===== config.mk =====
export PLATFORM = sky130hd
export DESIGN_NAME = fuse_and_special_function_control
export DESIGN_NICKNAME = d
export VERILOG_FILES = /design/src/hdl/fsf_pkg.sv /design/src/hdl/fsf_sync2.sv /design/src/hdl/fuse_and_special_function_control.sv
export SDC_FILE = /design/constraint.sdc
export NUM_CORES = 1
export LEC_CHECK = 0
export BUFFER_PORTS_ARGS = -buffer_cell sky130_fd_sc_hd__buf_2
export CAP_MARGIN = 20
export CORE_ASPECT_RATIO = 1.25
export CORE_MARGIN = 2
export CORE_UTILIZATION = 46
export DETAILED_ROUTE_END_ITERATION = 8
export MAX_ROUTING_LAYER = met4
export PLACE_DENSITY = 0.76
export REMOVE_ABC_BUFFERS = 1
export SYNTH_ARGS = -nofsm -noshare
export SYNTH_HDL_FRONTEND = slang
export SYNTH_SLANG_ARGS = --single-unit

===== constraint.sdc =====
create_clock -name CLK_SYS -period 1.3 [get_ports CLK_SYS]
set_input_delay 0.26 -clock CLK_SYS [delete_from_list [all_inputs] [get_ports CLK_SYS]]
set_output_delay 0.26 -clock CLK_SYS [all_outputs]
set_load 0.1 [all_outputs]

===== src/hdl/fsf_pkg.sv =====
package fsf_pkg;

   // Register offsets on the serial register port
   localparam logic [7:0] ADDR_FUSE_PROGRAM_LOCK      = 8'h15;
   localparam logic [7:0] ADDR_OTP_AND_SHUTDOWN_CTRL  = 8'h16;
   localparam logic [7:0] ADDR_SW_POWER_DOWN_CTRL     = 8'h17;
   localparam logic [7:0] ADDR_SPECIAL_FUNC_LOCKOUT   = 8'h18;

   // Power-on value of the control, power-down and lockout registers; the lock register reads the fuse
   localparam logic [7:0] REG_RESET                   = 8'h00;

   // Fuse program lock fields
   localparam int         BIT_LOCK_FUSE               = 3;

   // OTP and shutdown control fields
   localparam int         BIT_SENSE_LOW               = 0;
   localparam int         BIT_BLOW_ENABLE             = 1;
   localparam int         BIT_SW_SHUTDOWN             = 2;
   localparam int         BIT_OVERRIDE                = 3;

   // Software power-down fields
   localparam int         BIT_SW_POWER_DOWN           = 0;

   // Lockout fields
   localparam int         BIT_LO_OVERRIDE             = 0;
   localparam int         BIT_LO_FUSE                 = 1;
   localparam int         BIT_LO_POWER_DOWN           = 3;
   localparam int         BIT_LO_SHUTDOWN             = 4;

   // Implemented bits per register, plus the lockout-guarded control bit; all others read zero
   localparam logic [7:0] MASK_LOCK                   = 8'h08;
   localparam logic [7:0] MASK_CTRL                   = 8'h0F;
   localparam logic [7:0] MASK_CTRL_GUARDED           = 8'h08;
   localparam logic [7:0] MASK_POWER_DOWN             = 8'h01;
   localparam logic [7:0] MASK_LOCKOUT                = 8'h1B;

   // One register access from the serial byte engine
   typedef struct packed {
      logic       wr;     // One-cycle write strobe
      logic       rd;     // One-cycle read strobe
      logic [7:0] addr;   // Register offset
      logic [7:0] wdata;  // Write byte
   } reg_req_t;

endpackage


===== src/hdl/fsf_sync2.sv =====
`timescale 1ns/1ps
// Two-stage synchroniser for levels arriving from outside the clock domain
module fsf_sync2 #(
   parameter int WIDTH = 1
) (
   input  wire logic             clk,
   input  wire logic             rst_n,
   input  wire logic [WIDTH-1:0] async_in,
   output logic      [WIDTH-1:0] sync_out
);

   logic [WIDTH-1:0] stage1;   // Only read by the second stage

   // First stage may go metastable; nothing else looks at it
   always_ff @(posedge clk or negedge rst_n) begin
      if (!rst_n) begin
         stage1 <= '0;
      end else begin
         stage1 <= async_in;
      end
   end

   // Second stage is the clean copy
   always_ff @(posedge clk or negedge rst_n) begin
      if (!rst_n) begin
         sync_out <= '0;
      end else begin
         sync_out <= stage1;
      end
   end

endmodule


===== src/hdl/fuse_and_special_function_control.sv =====
`timescale 1ns/1ps
// Contract
// - Lock bit blocks further programming; fuse-set only
// - Control bit0 selects low fuse sense current
// - Control bit1 gates fuse blowing
// - Control bit2 pulls shutdown output low
// - Control bit3 lets registers override fuses
// - Power-down bit0 requests software power-down
// - Lockout bit0 blocks override except listed bits
// - Lockout bit1 disables fuse programming entirely
// - Lockout bit3 disables software power-down
// - Lockout bit4 disables software shutdown assertion
// - Lockout bits set-only until power cycle
module fuse_and_special_function_control
   import fsf_pkg::*;
(
   input  wire logic     CLK_SYS,
   input  wire logic     NRST,
   input  wire reg_req_t REG_REQ,
   input  wire logic     FUSE_LOCK_SENSE,
   input  wire logic     FUSE_PROG_REQ,
   output logic [7:0]    RD_DATA,
   output logic          RD_VALID,
   output logic          SENSE_CURRENT_LOW,
   output logic          FUSE_BLOW_EN,
   output logic          FUSE_PROG_GO,
   output logic          SHUTDOWN_OUTPUT_O,
   output logic          SHUTDOWN_OUTPUT_OE,
   output logic          OVERRIDE_ACTIVE,
   output logic          POWER_DOWN
);

   // Register storage
   logic [7:0] ctrl;          // OTP and shutdown control
   logic [7:0] pwr;           // Software power-down control
   logic [7:0] lockout;       // Special function lockout, set-only
   logic       lock_fuse;     // Synchronised state of the lock fuse

   // Combinational helpers
   logic [7:0] ctrl_wmask;    // Writable control bits this cycle
   logic       fuse_ok;       // Fuse programming allowed right now
   logic [7:0] next_rdata;    // Read mux output

   // Register hit for a strobed access
   function automatic logic hit(input logic strobe, input logic [7:0] a,
                                input logic [7:0] target);
      hit = strobe && (a == target);
   endfunction

   // Lock fuse sits in the analog array, so it is asynchronous here
   fsf_sync2 #(
      .WIDTH    (1)
   ) u_lock_sync (
      .clk      (CLK_SYS),
      .rst_n    (NRST),
      .async_in (FUSE_LOCK_SENSE),
      .sync_out (lock_fuse)
   );

   // Override lockout protects bit3 but never the low three bits
   always_comb begin
      ctrl_wmask = MASK_CTRL;
      if (lockout[BIT_LO_OVERRIDE]) begin
         ctrl_wmask = MASK_CTRL & ~MASK_CTRL_GUARDED;
      end
   end

   // Blowing needs the enable bit, an open lock and no lockout
   assign fuse_ok = ctrl[BIT_BLOW_ENABLE]
                  && !lock_fuse
                  && !lockout[BIT_LO_FUSE];

   // Control register, masked write; reserved bits stay zero
   always_ff @(posedge CLK_SYS or negedge NRST) begin
      if (!NRST) begin
         ctrl <= REG_RESET;
      end else if (hit(REG_REQ.wr, REG_REQ.addr, ADDR_OTP_AND_SHUTDOWN_CTRL)) begin
         ctrl <= (ctrl & ~ctrl_wmask) | (REG_REQ.wdata & ctrl_wmask);
      end
   end

   // Power-down register is exempt from the override lockout
   always_ff @(posedge CLK_SYS or negedge NRST) begin
      if (!NRST) begin
         pwr <= REG_RESET;
      end else if (hit(REG_REQ.wr, REG_REQ.addr, ADDR_SW_POWER_DOWN_CTRL)) begin
         pwr <= REG_REQ.wdata & MASK_POWER_DOWN;
      end
   end

   // Lockout bits only accumulate; a noisy bus can never clear them
   always_ff @(posedge CLK_SYS or negedge NRST) begin
      if (!NRST) begin
         lockout <= REG_RESET;
      end else if (hit(REG_REQ.wr, REG_REQ.addr, ADDR_SPECIAL_FUNC_LOCKOUT)) begin
         lockout <= lockout | (REG_REQ.wdata & MASK_LOCKOUT);
      end
   end

   // Read mux; lock register shows only the fuse state
   always_comb begin
      case (REG_REQ.addr)
         ADDR_FUSE_PROGRAM_LOCK: begin
            next_rdata = MASK_LOCK & {8{lock_fuse}};
         end
         ADDR_OTP_AND_SHUTDOWN_CTRL: begin
            next_rdata = ctrl;
         end
         ADDR_SW_POWER_DOWN_CTRL: begin
            next_rdata = pwr;
         end
         ADDR_SPECIAL_FUNC_LOCKOUT: begin
            next_rdata = lockout;
         end
         default: begin
            next_rdata = REG_RESET; // Unmapped offsets read zero
         end
      endcase
   end

   // Read answer one cycle after the strobe; data held until next read
   always_ff @(posedge CLK_SYS or negedge NRST) begin
      if (!NRST) begin
         RD_DATA  <= REG_RESET;
         RD_VALID <= 1'b0;
      end else begin
         RD_VALID <= REG_REQ.rd;
         if (REG_REQ.rd) begin
            RD_DATA <= next_rdata;
         end
      end
   end

   // Fuse sense current and blow controls
   always_ff @(posedge CLK_SYS or negedge NRST) begin
      if (!NRST) begin
         SENSE_CURRENT_LOW <= 1'b0;
         FUSE_BLOW_EN      <= 1'b0;
         FUSE_PROG_GO      <= 1'b0;
      end else begin
         SENSE_CURRENT_LOW <= ctrl[BIT_SENSE_LOW];
         FUSE_BLOW_EN      <= fuse_ok;
         FUSE_PROG_GO      <= FUSE_PROG_REQ && fuse_ok;
      end
   end

   // Open-drain shutdown pin: only ever pulls low
   always_ff @(posedge CLK_SYS or negedge NRST) begin
      if (!NRST) begin
         SHUTDOWN_OUTPUT_O  <= 1'b0;
         SHUTDOWN_OUTPUT_OE <= 1'b0;
      end else begin
         SHUTDOWN_OUTPUT_O  <= 1'b0;
         SHUTDOWN_OUTPUT_OE <= ctrl[BIT_SW_SHUTDOWN] && !lockout[BIT_LO_SHUTDOWN];
      end
   end

   // Override of permanent settings
   always_ff @(posedge CLK_SYS or negedge NRST) begin
      if (!NRST) begin
         OVERRIDE_ACTIVE <= 1'b0;
      end else begin
         OVERRIDE_ACTIVE <= ctrl[BIT_OVERRIDE] && !lockout[BIT_LO_OVERRIDE];
      end
   end

   // Software power-down; host must first ground the second monitor,
   // this block does not check that level
   always_ff @(posedge CLK_SYS or negedge NRST) begin
      if (!NRST) begin
         POWER_DOWN <= 1'b0;
      end else begin
         POWER_DOWN <= pwr[BIT_SW_POWER_DOWN] && !lockout[BIT_LO_POWER_DOWN];
      end
   end

   // Checks

   lock_block_a: assert property (
      @(posedge CLK_SYS) disable iff (!NRST)
      lock_fuse |=> !FUSE_BLOW_EN && !FUSE_PROG_GO)
      else $error("Fuse programming allowed while lock fuse set");

   lock_read_a: assert property (
      @(posedge CLK_SYS) disable iff (!NRST)
      hit(REG_REQ.rd, REG_REQ.addr, ADDR_FUSE_PROGRAM_LOCK)
      |=> RD_VALID && RD_DATA == (MASK_LOCK & {8{$past(lock_fuse)}}))
      else $error("Lock register read wrong");

   sense_sel_a: assert property (
      @(posedge CLK_SYS) disable iff (!NRST)
      1'b1 |=> SENSE_CURRENT_LOW == $past(ctrl[BIT_SENSE_LOW]))
      else $error("Sense current select not followed");

   blow_gate_a: assert property (
      @(posedge CLK_SYS) disable iff (!NRST)
      FUSE_PROG_GO |-> $past(FUSE_PROG_REQ) && $past(ctrl[BIT_BLOW_ENABLE]))
      else $error("Fuse program issued without blow enable");

   shutdown_output_gate_a: assert property (
      @(posedge CLK_SYS) disable iff (!NRST)
      ctrl[BIT_SW_SHUTDOWN] && !lockout[BIT_LO_SHUTDOWN]
      |=> SHUTDOWN_OUTPUT_OE && !SHUTDOWN_OUTPUT_O)
      else $error("Shutdown output not pulled low");

   shutdown_output_lock_a: assert property (
      @(posedge CLK_SYS) disable iff (!NRST)
      lockout[BIT_LO_SHUTDOWN] |=> !SHUTDOWN_OUTPUT_OE)
      else $error("Shutdown asserted despite lockout");

   override_on_a: assert property (
      @(posedge CLK_SYS) disable iff (!NRST)
      OVERRIDE_ACTIVE |-> $past(ctrl[BIT_OVERRIDE]) && !$past(lockout[BIT_LO_OVERRIDE]))
      else $error("Override active without cause");

   guard_hold_a: assert property (
      @(posedge CLK_SYS) disable iff (!NRST)
      hit(REG_REQ.wr, REG_REQ.addr, ADDR_OTP_AND_SHUTDOWN_CTRL) && lockout[BIT_LO_OVERRIDE]
      |=> ctrl[BIT_OVERRIDE] == $past(ctrl[BIT_OVERRIDE])
          && (ctrl & MASK_CTRL & ~MASK_CTRL_GUARDED)
             == ($past(REG_REQ.wdata) & MASK_CTRL & ~MASK_CTRL_GUARDED))
      else $error("Guarded control bits mishandled");

   fuse_lock_a: assert property (
      @(posedge CLK_SYS) disable iff (!NRST)
      lockout[BIT_LO_FUSE] |=> !FUSE_BLOW_EN ##1 !FUSE_BLOW_EN)
      else $error("Fuse programming despite lockout");

   pd_on_a: assert property (
      @(posedge CLK_SYS) disable iff (!NRST)
      hit(REG_REQ.wr, REG_REQ.addr, ADDR_SW_POWER_DOWN_CTRL)
      && REG_REQ.wdata[BIT_SW_POWER_DOWN] && !lockout[BIT_LO_POWER_DOWN]
      |=> ##1 POWER_DOWN)
      else $error("Power-down request not honoured");

   pd_lock_a: assert property (
      @(posedge CLK_SYS) disable iff (!NRST)
      lockout[BIT_LO_POWER_DOWN] |=> !POWER_DOWN)
      else $error("Power-down despite lockout");

   lockout_sticky_a: assert property (
      @(posedge CLK_SYS) disable iff (!NRST)
      ##1 ((lockout & $past(lockout)) == $past(lockout)))
      else $error("Lockout bit cleared");

   reserved_zero_a: assert property (
      @(posedge CLK_SYS) disable iff (!NRST)
      (ctrl & ~MASK_CTRL) == 8'h00 && (pwr & ~MASK_POWER_DOWN) == 8'h00
      && (lockout & ~MASK_LOCKOUT) == 8'h00)
      else $error("Reserved bit set");

endmodule

Word level (Yosys, flattened, before mapping):

Cells that the tools add are included.

* $add $sub $neg: 0
* $mul: 0
* divide/modulo/power cells: 0
* $lt $le $gt $ge: 0
* eq/ne operators: 4
* shift operators: 0
* mux-type cells: 2
* bitwise logic cells: 5
* reductions and logical operators: 14

Operators by type and width (number)
* $eq 8x5->1 const B: 4
* $pmux 8 s4: 1
* $logic_and 1x1->1: 9
* $and 8x4->8: 1
* $and 8x8->8: 1
* $not 4->8: 1
* $or 8x5->8: 1
* $or 8x8->8: 1
* $logic_not 1->1: 5
* $mux 4: 1

* register bits: 34
* latch bits: 0
* memory bits (writable): 0
* memory bits (read-only): 0
* word-level logic and storage cells: 38
* memories: 0

Logic depth before layout (Yosys ltp):

Gate-level depths: netlist of the first run.

* depth after elaboration: 4
* mapped depth: 5
* gate-level depth less buffers: 4

By module:

From an unflattened synthesis of the first run, not the netlist that was laid out.

* cell total of the unflattened synthesis: 75
* area total of the unflattened synthesis: 977.2 um2

Modules (own cells, without submodules)
* fuse_and_special_function_control: times used 1, cells each 73, area an instance 927.1 um2, sequential area each 525.5 um2
* fsf_sync2: times used 1, cells each 2, area an instance 50.0 um2, sequential area each 50.0 um2

Least setup slack after synthesis of the first run:

No wires, ideal clock.

* kind: input to register
* from: input port REG_REQ[13] (netlist name)
* to: register ctrl[0]
* setup time: 0.125 ns
* arrival time: 1.268 ns
* data required time: 1.175 ns
* slack: -0.093 ns
* stages on the path: 4
* buffers on the path: 0
* cells stage by stage: nor4b_4 nand4_1 nor2_1 mux2_2

* longest elaborated chain between the ends: 2

RTL lines
* start: declaration: line fuse_and_special_function_control.sv:19 `input wire reg_req_t REG_REQ,`
* $eq 8x5->1: line fuse_and_special_function_control.sv:47 `hit = strobe && (a == target);`
* $logic_and 1x1->1: line fuse_and_special_function_control.sv:47
* end signal: assignment: line fuse_and_special_function_control.sv:78 `ctrl <= (ctrl & ~ctrl_wmask) | (REG_REQ.wdata & ctrl_wmask);`
* end: declaration: line fuse_and_special_function_control.sv:34 `logic [7:0] ctrl;`

Every way passes these cells.
A chain may end at the register's enable or synchronous reset.

Worst setup path in the final report of the first run:

Same ends and word-level chain as after synthesis.

==> flow_summary.yaml, run 1 <==
clock_network:
  cts.path.max_buffers: 2
  clkTransAtPathRegs_ps: 110
  numCtsBuffers: 3
  clkSinkCount: 23
  worstSkewPairLatency_ps: 290
  htreeDepth: 1
  cts_tree: "done"
  cts.root.buffer_cell: "clkbuf_4"
  post_cts_buffers: 0
worst_setup_path:
  crit_end: "ctrl[0]$_DFFE_PN0P_"
  cpPeakStageDelay_ps: 370
  startpoint_type: "input pin"
  cp-end-kind: "flop"
  rr_startpoint: "lockout[0]$_DFFE_PN0P_"
  path_cells: "buf_2 -> nor4b_4 -> nand4_1 -> nor2_1 -> mux2_2"
  startpoint: "REG_REQ[13]"
  critPathKind: "input pin to flop"
  path_buf_inv: 1
  r2r_cells: 2
  crit_cells: 5
  worstPathArrival_ps: 1450
  required_ps: 1490
  slowest_stage: "mux2_2"
  critPathTopFamily: "simple AND/OR/NAND/NOR gates"
  cp_max_fo: 3
  r2r_setup_slack_ps: 200
logic_synthesis:
  synth-seq-cells: 23
  synth_xor_area_share_pct: 0
  synth_top_family_by_area: "simple AND/OR/NAND/NOR gates"
  yosysWarnings: 0
  synth_seq_area_share_pct: 58.75
  netlist_top_cells_area: "dfrtp_1, mux2_2, buf_4"
  synth_area_per_cell_um2: 12.89
  muxShareOfSynthArea_pct: 6.897
  synthTopCellsByCount: "dfrtp_1, mux2_2, buf_4, inv_1"
  synthSimpleGateAreaFrac_pct: 15.45
  synth_top_area_share_pct: 58.75
  synth-compound-area-share_pct: 11.62
  synth_area_um2: 979.7
  synth_ff_type: "dfrtp_1"
  synth_edf_count: 0
  ys_types: 26
  synthArstFlopShare_pct: 100.0
  yosysTopAreaCell: "dfrtp_1"
  syn_inst: 76
  yosysMostFrequentCell: "dfrtp_1"
  synth-adder-area-share_pct: 0
cells_and_area:
  nFillCells: 146
  finalNetCount: 137
  diodes: 0
  fin_util_pct: 68.29
  syn_to_final_growth_pct: 39.72
  fin_cells: 134
  drive_above_1_share_pct: 50.88
sta:
  setup_viol: 0
  holdWs_ps: 61.67
  hold_viol: 0
  grt_setup_unrepaired: "no"
  fmax_mhz: 789.3
  fin_crit_ps: 1267
  final_max_slew_viol_count: 0
  finalCritPeriodShare_pct: 97.46
  fin_skew_ps: 5.571
routing:
  dr.pass1.iters: 4
  routedWlPerCell_um: 13.43
  wl_mm: 1.800
  vias: 696
  vias_per_cell: 5.194
  drt_iter0_drc: 7
  drc: 0
  ant_nets: 0
job:
  cap_viol_max_count: 0
place:
  io_buffers: 30
  place_congestion: 0.8201
  dp.cells: 129
  hpwl_mm: 1.496
die:
  die_w_um: 45.28
  design.core.area_um2: 2004
  start_util_pct: 48.88
  io_pins: 38
  die-height_um: 55.60
  row_count: 18
  dieArea_um2: 2517
global_route:
  antenna_found_initial: 0
  grt_usage_pct: 16.10
  grt_pass1_wl_mm: 2.925
  grt.overflow.total: 0
  first_global_vias: 709
  grt_max_degree: 24
run_status:
  run_status: "completed"
hold_path:
  worstHoldPathType: "input pin to flop"
  hold_depth: 1
  min_from: "FUSE_LOCK_SENSE"
power_and_ir_drop:
  peakVddDrop_mv: 0.7308
  pwr_density_cell_nw_per_um2: 957.8
  leakagePower_nw: 0.6505
flip-flops by register name, indices dropped and copies added (netlist names), named ones only:
name and cells:
pwr 1, u_lock_sync.stage1 1, u_lock_sync.sync_out 1, RD_DATA 5, POWER_DOWN 1, SHUTDOWN_OUTPUT_OE 1
RD_VALID 1, lockout 4, FUSE_PROG_GO 1, SENSE_CURRENT_LOW 1, ctrl 3, OVERRIDE_ACTIVE 1
FUSE_BLOW_EN 1
where the power goes:
part	internal, mW	total (mW)	switching (mW)	leakage [nW]
combinational	0.0804	0.248	0.168	0.324
sequential	0.740	0.759	0.0185	0.312
clock	0.119	0.304	0.185	0.0150
total	0.940	1.31	0.371	0.651
layout by cell type, fill, tap and decap left out, types with 4 or more instances in the layout:
cell type and count:
inv_1 5, conb_1 4, a31o_2 4, buf_12 11, dfrtp_1 23, mux2_2 6, buf_2 18, buf_4 7
worst reg2reg max path, delay by kind of cell, from the launching register on:
family / cells / cell delay (ps)
flip-flops: 1 / 430
multiplexers: 1 / 360
AND/OR/NAND/NOR: 1 / 210
layer usage:
| layer | up-vias | GRT usage [%] | share of wire (%) |
|---|---|---|---|
| met5 | - | - | 0 |
| met4 | 0 | 6.303 | 0.72 |
| met3 | 2 | 2.273 | 4.7 |
| met2 | 22 | 28.37 | 56 |
| met1 | 333 | 17.35 | 38 |
| li1 | 339 | - | - |
final cells by class:
class / instances / area (um^2) / area share, %
sequential: 23 / 575.6 / 42.05
timing repair buffer: 37 / 372.9 / 27.24
multi-input combinational: 45 / 350.3 / 25.59
clock buffer: 4 / 26.28 / 1.920
tap: 20 / 25.02 / 1.828
inverter: 5 / 18.77 / 1.371
worst min-delay path by stage:
stage	endpoint	slack (ps)
finish	u_lock_sync.stage1$_DFF_PN0_	60
global route	u_lock_sync.stage1$_DFF_PN0_	40
CTS	u_lock_sync.stage1$_DFF_PN0_	50
detailed placement	RD_DATA[4]$_DFFE_PN0P_	260
global placement	RD_DATA[4]$_DFFE_PN0P_	240
floorplan	FUSE_BLOW_EN$_DFF_PN0_	-40
timing repair:
item	4_1_cts	5_1_grt
hold buffers	1	0
hold endpoints to repair	23	0
gates resized for setup	1	1
setup endpoints to repair	1	2
logic make-up after synthesis:
kind of cell           after synthesis
AND/OR/NAND/NOR                     21
other                                1
multiplexers                         6
buffers and inverters               11
flip-flops                          23
AO/OA/AOI/OAI                       14
stage by stage:
step | total power [mW] | worst slack [ps] | cell area [um^2] | TNS, ps
2_1_floorplan | 0.9100 | -92.57 | 942.2 | -478.3
3_3_place_gp | 1.012 | -228.5 | 1328 | -2048
3_5_place_dp | 1.019 | -294.4 | 1328 | -2356
4_1_cts | 1.327 | 32.20 | 1366 | 0
5_1_grt | 1.373 | 0.7876 | 1369 | 0
6_report | 1.311 | 33.04 | 1369 | 0
Note: power is estimated with default switching activity, not from simulation.
==> inputs of run 2 (changes only) <==
Settings changed: SETUP_SLACK_MARGIN set to 0.05.
==> run 2 against run 1 <==
Wire length is 1.3% higher. Global-route usage stayed put. Flip-flop and latch count stayed put. Register-to-register slack better by 40 ps. Clock-buffer cell count stayed put. Clock power hardly changed. Critical path type unchanged.
==> flow_summary.yaml, run 2 (synthesized netlist as in run 1, its figures left out) <==
run_status:
  run_status: "completed"
cells_and_area:
  nFillCells: 145
  fin_cells: 134
  regArea_um2: 575.6
  drive_above_1_share_pct: 52.63
  largest_reg_flops: 5
  final_cell_mix: "dfrtp_1, buf_2, buf_12, buf_4, mux2_2"
  diodes: 0
  stdcell_area_um2: 1376
  top_regs: "RD_DATA: 5 flops, lockout: 4 flops, ctrl: 3 flops"
  multiInputGateArea_um2: 357.8
  finalNetCount: 137
  layout_commonest_cell: "dfrtp_1"
  registers.top_by_ff_count: "RD_DATA"
  syn_to_final_growth_pct: 40.49
  fin_util_pct: 68.66
routing:
  ant_nets: 0
  wl_mm: 1.823
  wl_met2_mm: 1.028
  drc: 0
  top_layer_used: "met4"
  routedWlPerCell_um: 13.60
  dr.pass1.iters: 4
  wl_met1_um: 696
  vias: 701
  vias_per_cell: 5.231
  drt_iter0_drc: 6
  wl_met3_um: 85
place:
  dp_slack_ps: -294.4
  io_buffers: 30
  place_congestion: 0.8201
  dp.cells: 129
  hpwl_mm: 1.496
  placed_area_um2: 1328
power_and_ir_drop:
  p_switching_mw: 0.3725
  internal_power_mw: 0.9399
  peakVddDrop_mv: 0.7317
  leakagePower_nw: 0.6526
  switching_share_pct: 28.38
  pwr_density_cell_nw_per_um2: 953.5
  p_comb_share_pct: 19.0
  p_clk_share_pct: 23.2
  seq_power_share_pct: 57.8
global_route:
  first_global_vias: 709
  grt_max_degree: 24
  grt_pass1_wl_mm: 2.925
  antenna_found_initial: 0
  grt.overflow.total: 0
  grt_usage_pct: 16.10
worst_setup_path:
  path_buf_inv: 1
  slowest_stage: "mux2_2"
  path_cells: "buf_2 -> nor4b_4 -> nand4_1 -> nor2_2 -> mux2_2"
  crit_cells: 5
  r2r_cells: 2
  required_ps: 1490
  cp_max_fo: 3
  r2r_setup_slack_ps: 240
  cp-end-kind: "flop"
  critPathTopFamily: "simple AND/OR/NAND/NOR gates"
  startpoint_type: "input pin"
  worstPathArrival_ps: 1440
  cpPeakStageDelay_ps: 360
  critPathKind: "input pin to flop"
sta:
  fmax_mhz: 797.2
  fin_crit_ps: 1254
  final_max_slew_viol_count: 0
  grt_setup_unrepaired: "yes"
  fin_ws_ps: 45.62
  hold_viol: 0
  finalCritPeriodShare_pct: 96.49
  setup_viol: 0
  fin_skew_ps: 5.326
hold_path:
  hold_depth: 1
  worstHoldPathType: "input pin to flop"
clock_network:
  worstSkewPairLatency_ps: 290
  numCtsBuffers: 3
  clkSinkCount: 23
  cts_tree: "done"
  htreeDepth: 1
  clkTransAtPathRegs_ps: 110
  cts.path.max_buffers: 2
  cts.root.buffer_cell: "clkbuf_4"
  post_cts_buffers: 0
die:
  die-height_um: 55.60
  row_count: 18
  design.core.area_um2: 2004
  die_w_um: 45.28
  io_pins: 38
  dieArea_um2: 2517
  start_util_pct: 48.88
job:
  cap_viol_max_count: 0
-- run 2: final timing paths --
check | to | from
min in group asynchronous | RD_DATA[4]$_DFFE_PN0P_ | NRST
worst min-delay path | u_lock_sync.stage1$_DFF_PN0_ | FUSE_LOCK_SENSE
worst max register to register | flop | lockout[0]$_DFFE_PN0P_
max in group asynchronous | lockout[3]$_DFFE_PN0P_ | NRST
worst min register to register | u_lock_sync.sync_out$_DFF_PN0_ | u_lock_sync.stage1$_DFF_PN0_
worst max-delay path | ctrl[0]$_DFFE_PN0P_ | REG_REQ[13]
-- run 2: area by class of cell --
class                      instances  area share (%)
multi-input combinational         45           26.00
sequential                        23           41.82
clock buffer                       4           1.909
tap                               20           1.818
timing repair buffer              37           27.09
inverter                           5           1.364
-- run 2: per-layer routing --
layer	GRT usage, %	vias up
li1	-	340
met1	17.35	337
met2	28.37	22
met3	2.273	2
met4	6.303	0
met5	-	-
-- run 2: repair_timing --
action / CTS / global route
pin swaps: 0 / 0
gates cloned: 0 / 0
hold buffers: 1 / 0
endpoints found under the hold margin: 23 / 0
setup endpoints to repair: 4 / 1
gates resized for setup: 2 / 2
-- run 2: power groups by stage --
stage / registers [mW] / logic (mW) / clock network (mW)
finish: 0.759 / 0.249 / 0.304
global route: 0.763 / 0.262 / 0.350
CTS: 0.759 / 0.250 / 0.317
detailed placement: 0.773 / 0.246 / 0
global placement: 0.771 / 0.241 / 0
floorplan: 0.830 / 0.0800 / 0
-- run 2: through the flow --
step	power [mW]	setup TNS [ps]	hold WS, ps
2_1_floorplan	0.9100	-478.3	-35.59
3_3_place_gp	1.012	-2048	240.0
3_5_place_dp	1.019	-2356	258.4
4_1_cts	1.327	0	52.77
5_1_grt	1.374	-0.4394	42.57
6_report	1.312	0	61.72
-- run 2: worst register-to-register path, stage by stage, from the launching register on --
cell and delay [ps]:
dfrtp_1 430, nor3_2 180, mux2_2 350
==> inputs of run 3 (changes only) <==
Settings changed: BUFFER_PORTS_ARGS -buffer_cell sky130_fd_sc_hd__buf_2 to unset, CORE_ASPECT_RATIO 1.25 to 1.1, CORE_UTILIZATION 46 to 59, DONT_BUFFER_PORTS set to 1, PLACE_DENSITY 0.76 to 0.75, TNS_END_PERCENT set to 50.
==> run 3 against run 2 <==
Non-clock buffer count fell by 18. Combinational power is 23% lower. Critical path depth fell by 4. Global-route usage grew 2.7 points. Core utilization is 5.4 points higher. Die area fell by 20%. Cell area shrank 16%. Via count down 9.6%. Critical endpoint is now RD_DATA[2].
==> flow_summary.yaml, run 3 (synthesized netlist as in run 1, its figures left out) <==
sta:
  finalCritPeriodShare_pct: 94.85
  grt_setup_unrepaired: "yes"
  final_max_slew_viol_count: 0
  fmax_mhz: 811.0
  fin_skew_ps: 6.234
  setup_viol: 0
  fin_crit_ps: 1233
  fin_ws_ps: 66.96
  holdWs_ps: 32.89
  hold_viol: 0
routing:
  ant_nets: 0
  dr.pass1.iters: 3
  vias: 634
  wl_mm: 1.738
  drt_iter0_drc: 6
  drc: 0
  vias_per_cell: 5.611
  routedWlPerCell_um: 15.38
die:
  io_pins: 38
  design.core.area_um2: 1558
  die_w_um: 42.85
  start_util_pct: 62.89
  row_count: 15
  die-height_um: 46.74
  dieArea_um2: 2003
global_route:
  antenna_found_initial: 0
  first_global_vias: 601
  grt_max_degree: 24
  grt_pass1_wl_mm: 2.573
  grt.overflow.total: 0
  grt_usage_pct: 18.85
job:
  cap_viol_max_count: 0
cells_and_area:
  syn_to_final_growth_pct: 17.75
  diodes: 0
  largest_reg_flops: 5
  registers.top_by_ff_count: "RD_DATA"
  finalNetCount: 119
  fin_cells: 113
  regArea_um2: 575.6
  multiInputGateArea_um2: 350.3
  top_regs: "RD_DATA: 5 flops, lockout: 4 flops, ctrl: 3 flops"
  stdcell_area_um2: 1154
  nFillCells: 102
  layout_commonest_cell: "dfrtp_1"
  final_cell_mix: "dfrtp_1, buf_4, mux2_2, inv_1"
  fin_util_pct: 74.06
  drive_above_1_share_pct: 39.58
power_and_ir_drop:
  leakagePower_nw: 0.5500
  peakVddDrop_mv: 0.7544
  pwr_density_cell_nw_per_um2: 1103
worst_setup_path:
  startpoint_type: "flop"
  cpPeakStageDelay_ps: 360
  cp-end-kind: "primary output"
  critPathTopFamily: "flip-flops"
  critPathKind: "flop to primary output"
  cp_max_fo: 2
  required_ps: 1040
  worstPathArrival_ps: 970
  path_buf_inv: 1
  path_cells: "buf_4"
  slowest_stage: "dfrtp_1"
clock_network:
  clkSinkCount: 23
  worstSkewPairLatency_ps: 320
  numCtsBuffers: 3
  cts.path.max_buffers: 2
  clkTransAtPathRegs_ps: 120
  cts_tree: "done"
  cts.root.buffer_cell: "clkbuf_4"
  post_cts_buffers: 0
  htreeDepth: 1
place:
  place_congestion: 0.8207
  dp_slack_ps: -236.9
  io_buffers: 0
  placed_area_um2: 1076
  dp.cells: 105
  hpwl_mm: 1.230
hold_path:
  worstHoldPathType: "input pin to flop"
run_status:
  run_status: "completed"
==> run 3: cell types whose count changed in the layout (fill, tap and decap cells not counted) <==
cell	delta
nor2b_1	+1
buf_12	-11
nor2b_2	-1
buf_2	-18
buf_8	+1
buf_6	+1
nor3_2	-1
buf_4	+7
dlygate4sd3_1	+2
nor3_1	+1
==> run 3: area by class of cell <==
class,instances,share of cell area (%)
clock buffer,4,2.278
inverter,5,1.627
multi-input combinational,45,30.37
sequential,23,49.89
tap,17,1.844
timing repair buffer,19,13.99
==> run 3: worst paths after layout <==
check / from / to / slack (ps) / cells past startpoint
hold / removal: REG_REQ[16] / RD_DATA[4]$_DFFE_PN0P_ / 30 / 1
setup / recovery: RD_DATA[2]$_DFFE_PN0P_ / RD_DATA[2] / 70 / 1
setup reg to reg: lockout[0]$_DFFE_PN0P_ / flop / 220 / 2
max in group asynchronous: NRST / RD_DATA[3]$_DFFE_PN0P_ / 760 / 2
hold reg to reg: u_lock_sync.stage1$_DFF_PN0_ / u_lock_sync.sync_out$_DFF_PN0_ / 370 / 0
min in group asynchronous: NRST / SHUTDOWN_OUTPUT_OE$_DFF_PN0_ / 170 / 1
==> run 3: stage by stage <==
step	TNS (ps)	power [mW]
after floorplan	-478.3	0.9100
after global placement	-1505	0.9324
after detailed placement	-1643	0.9345
after CTS	0	1.276
after global routing	0	1.311
final	0	1.272
==> run 3: timing repair <==
action                                  CTS  global route
endpoints found under the setup margin    1             6
hold buffers                              3             0
hold endpoints to repair                 25             0
pin swaps                                 0             0
gates resized for setup                   1             1
cloned                                    0             0
==> run 3: per-layer routing <==
| metal | part of all wire (%) | global-route usage [%] |
|---|---|---|
| met1 | 41 | 19.19 |
| met2 | 49 | 32.12 |
| met3 | 8.2 | 6.154 |
| met4 | 2.1 | 11.25 |
| met5 | 0 | - |
==> run 3: power by group <==
group | switching, mW | internal, mW
clock | 0.206 | 0.120
combinational | 0.145 | 0.0464
sequential | 0.0143 | 0.740
total | 0.365 | 0.907
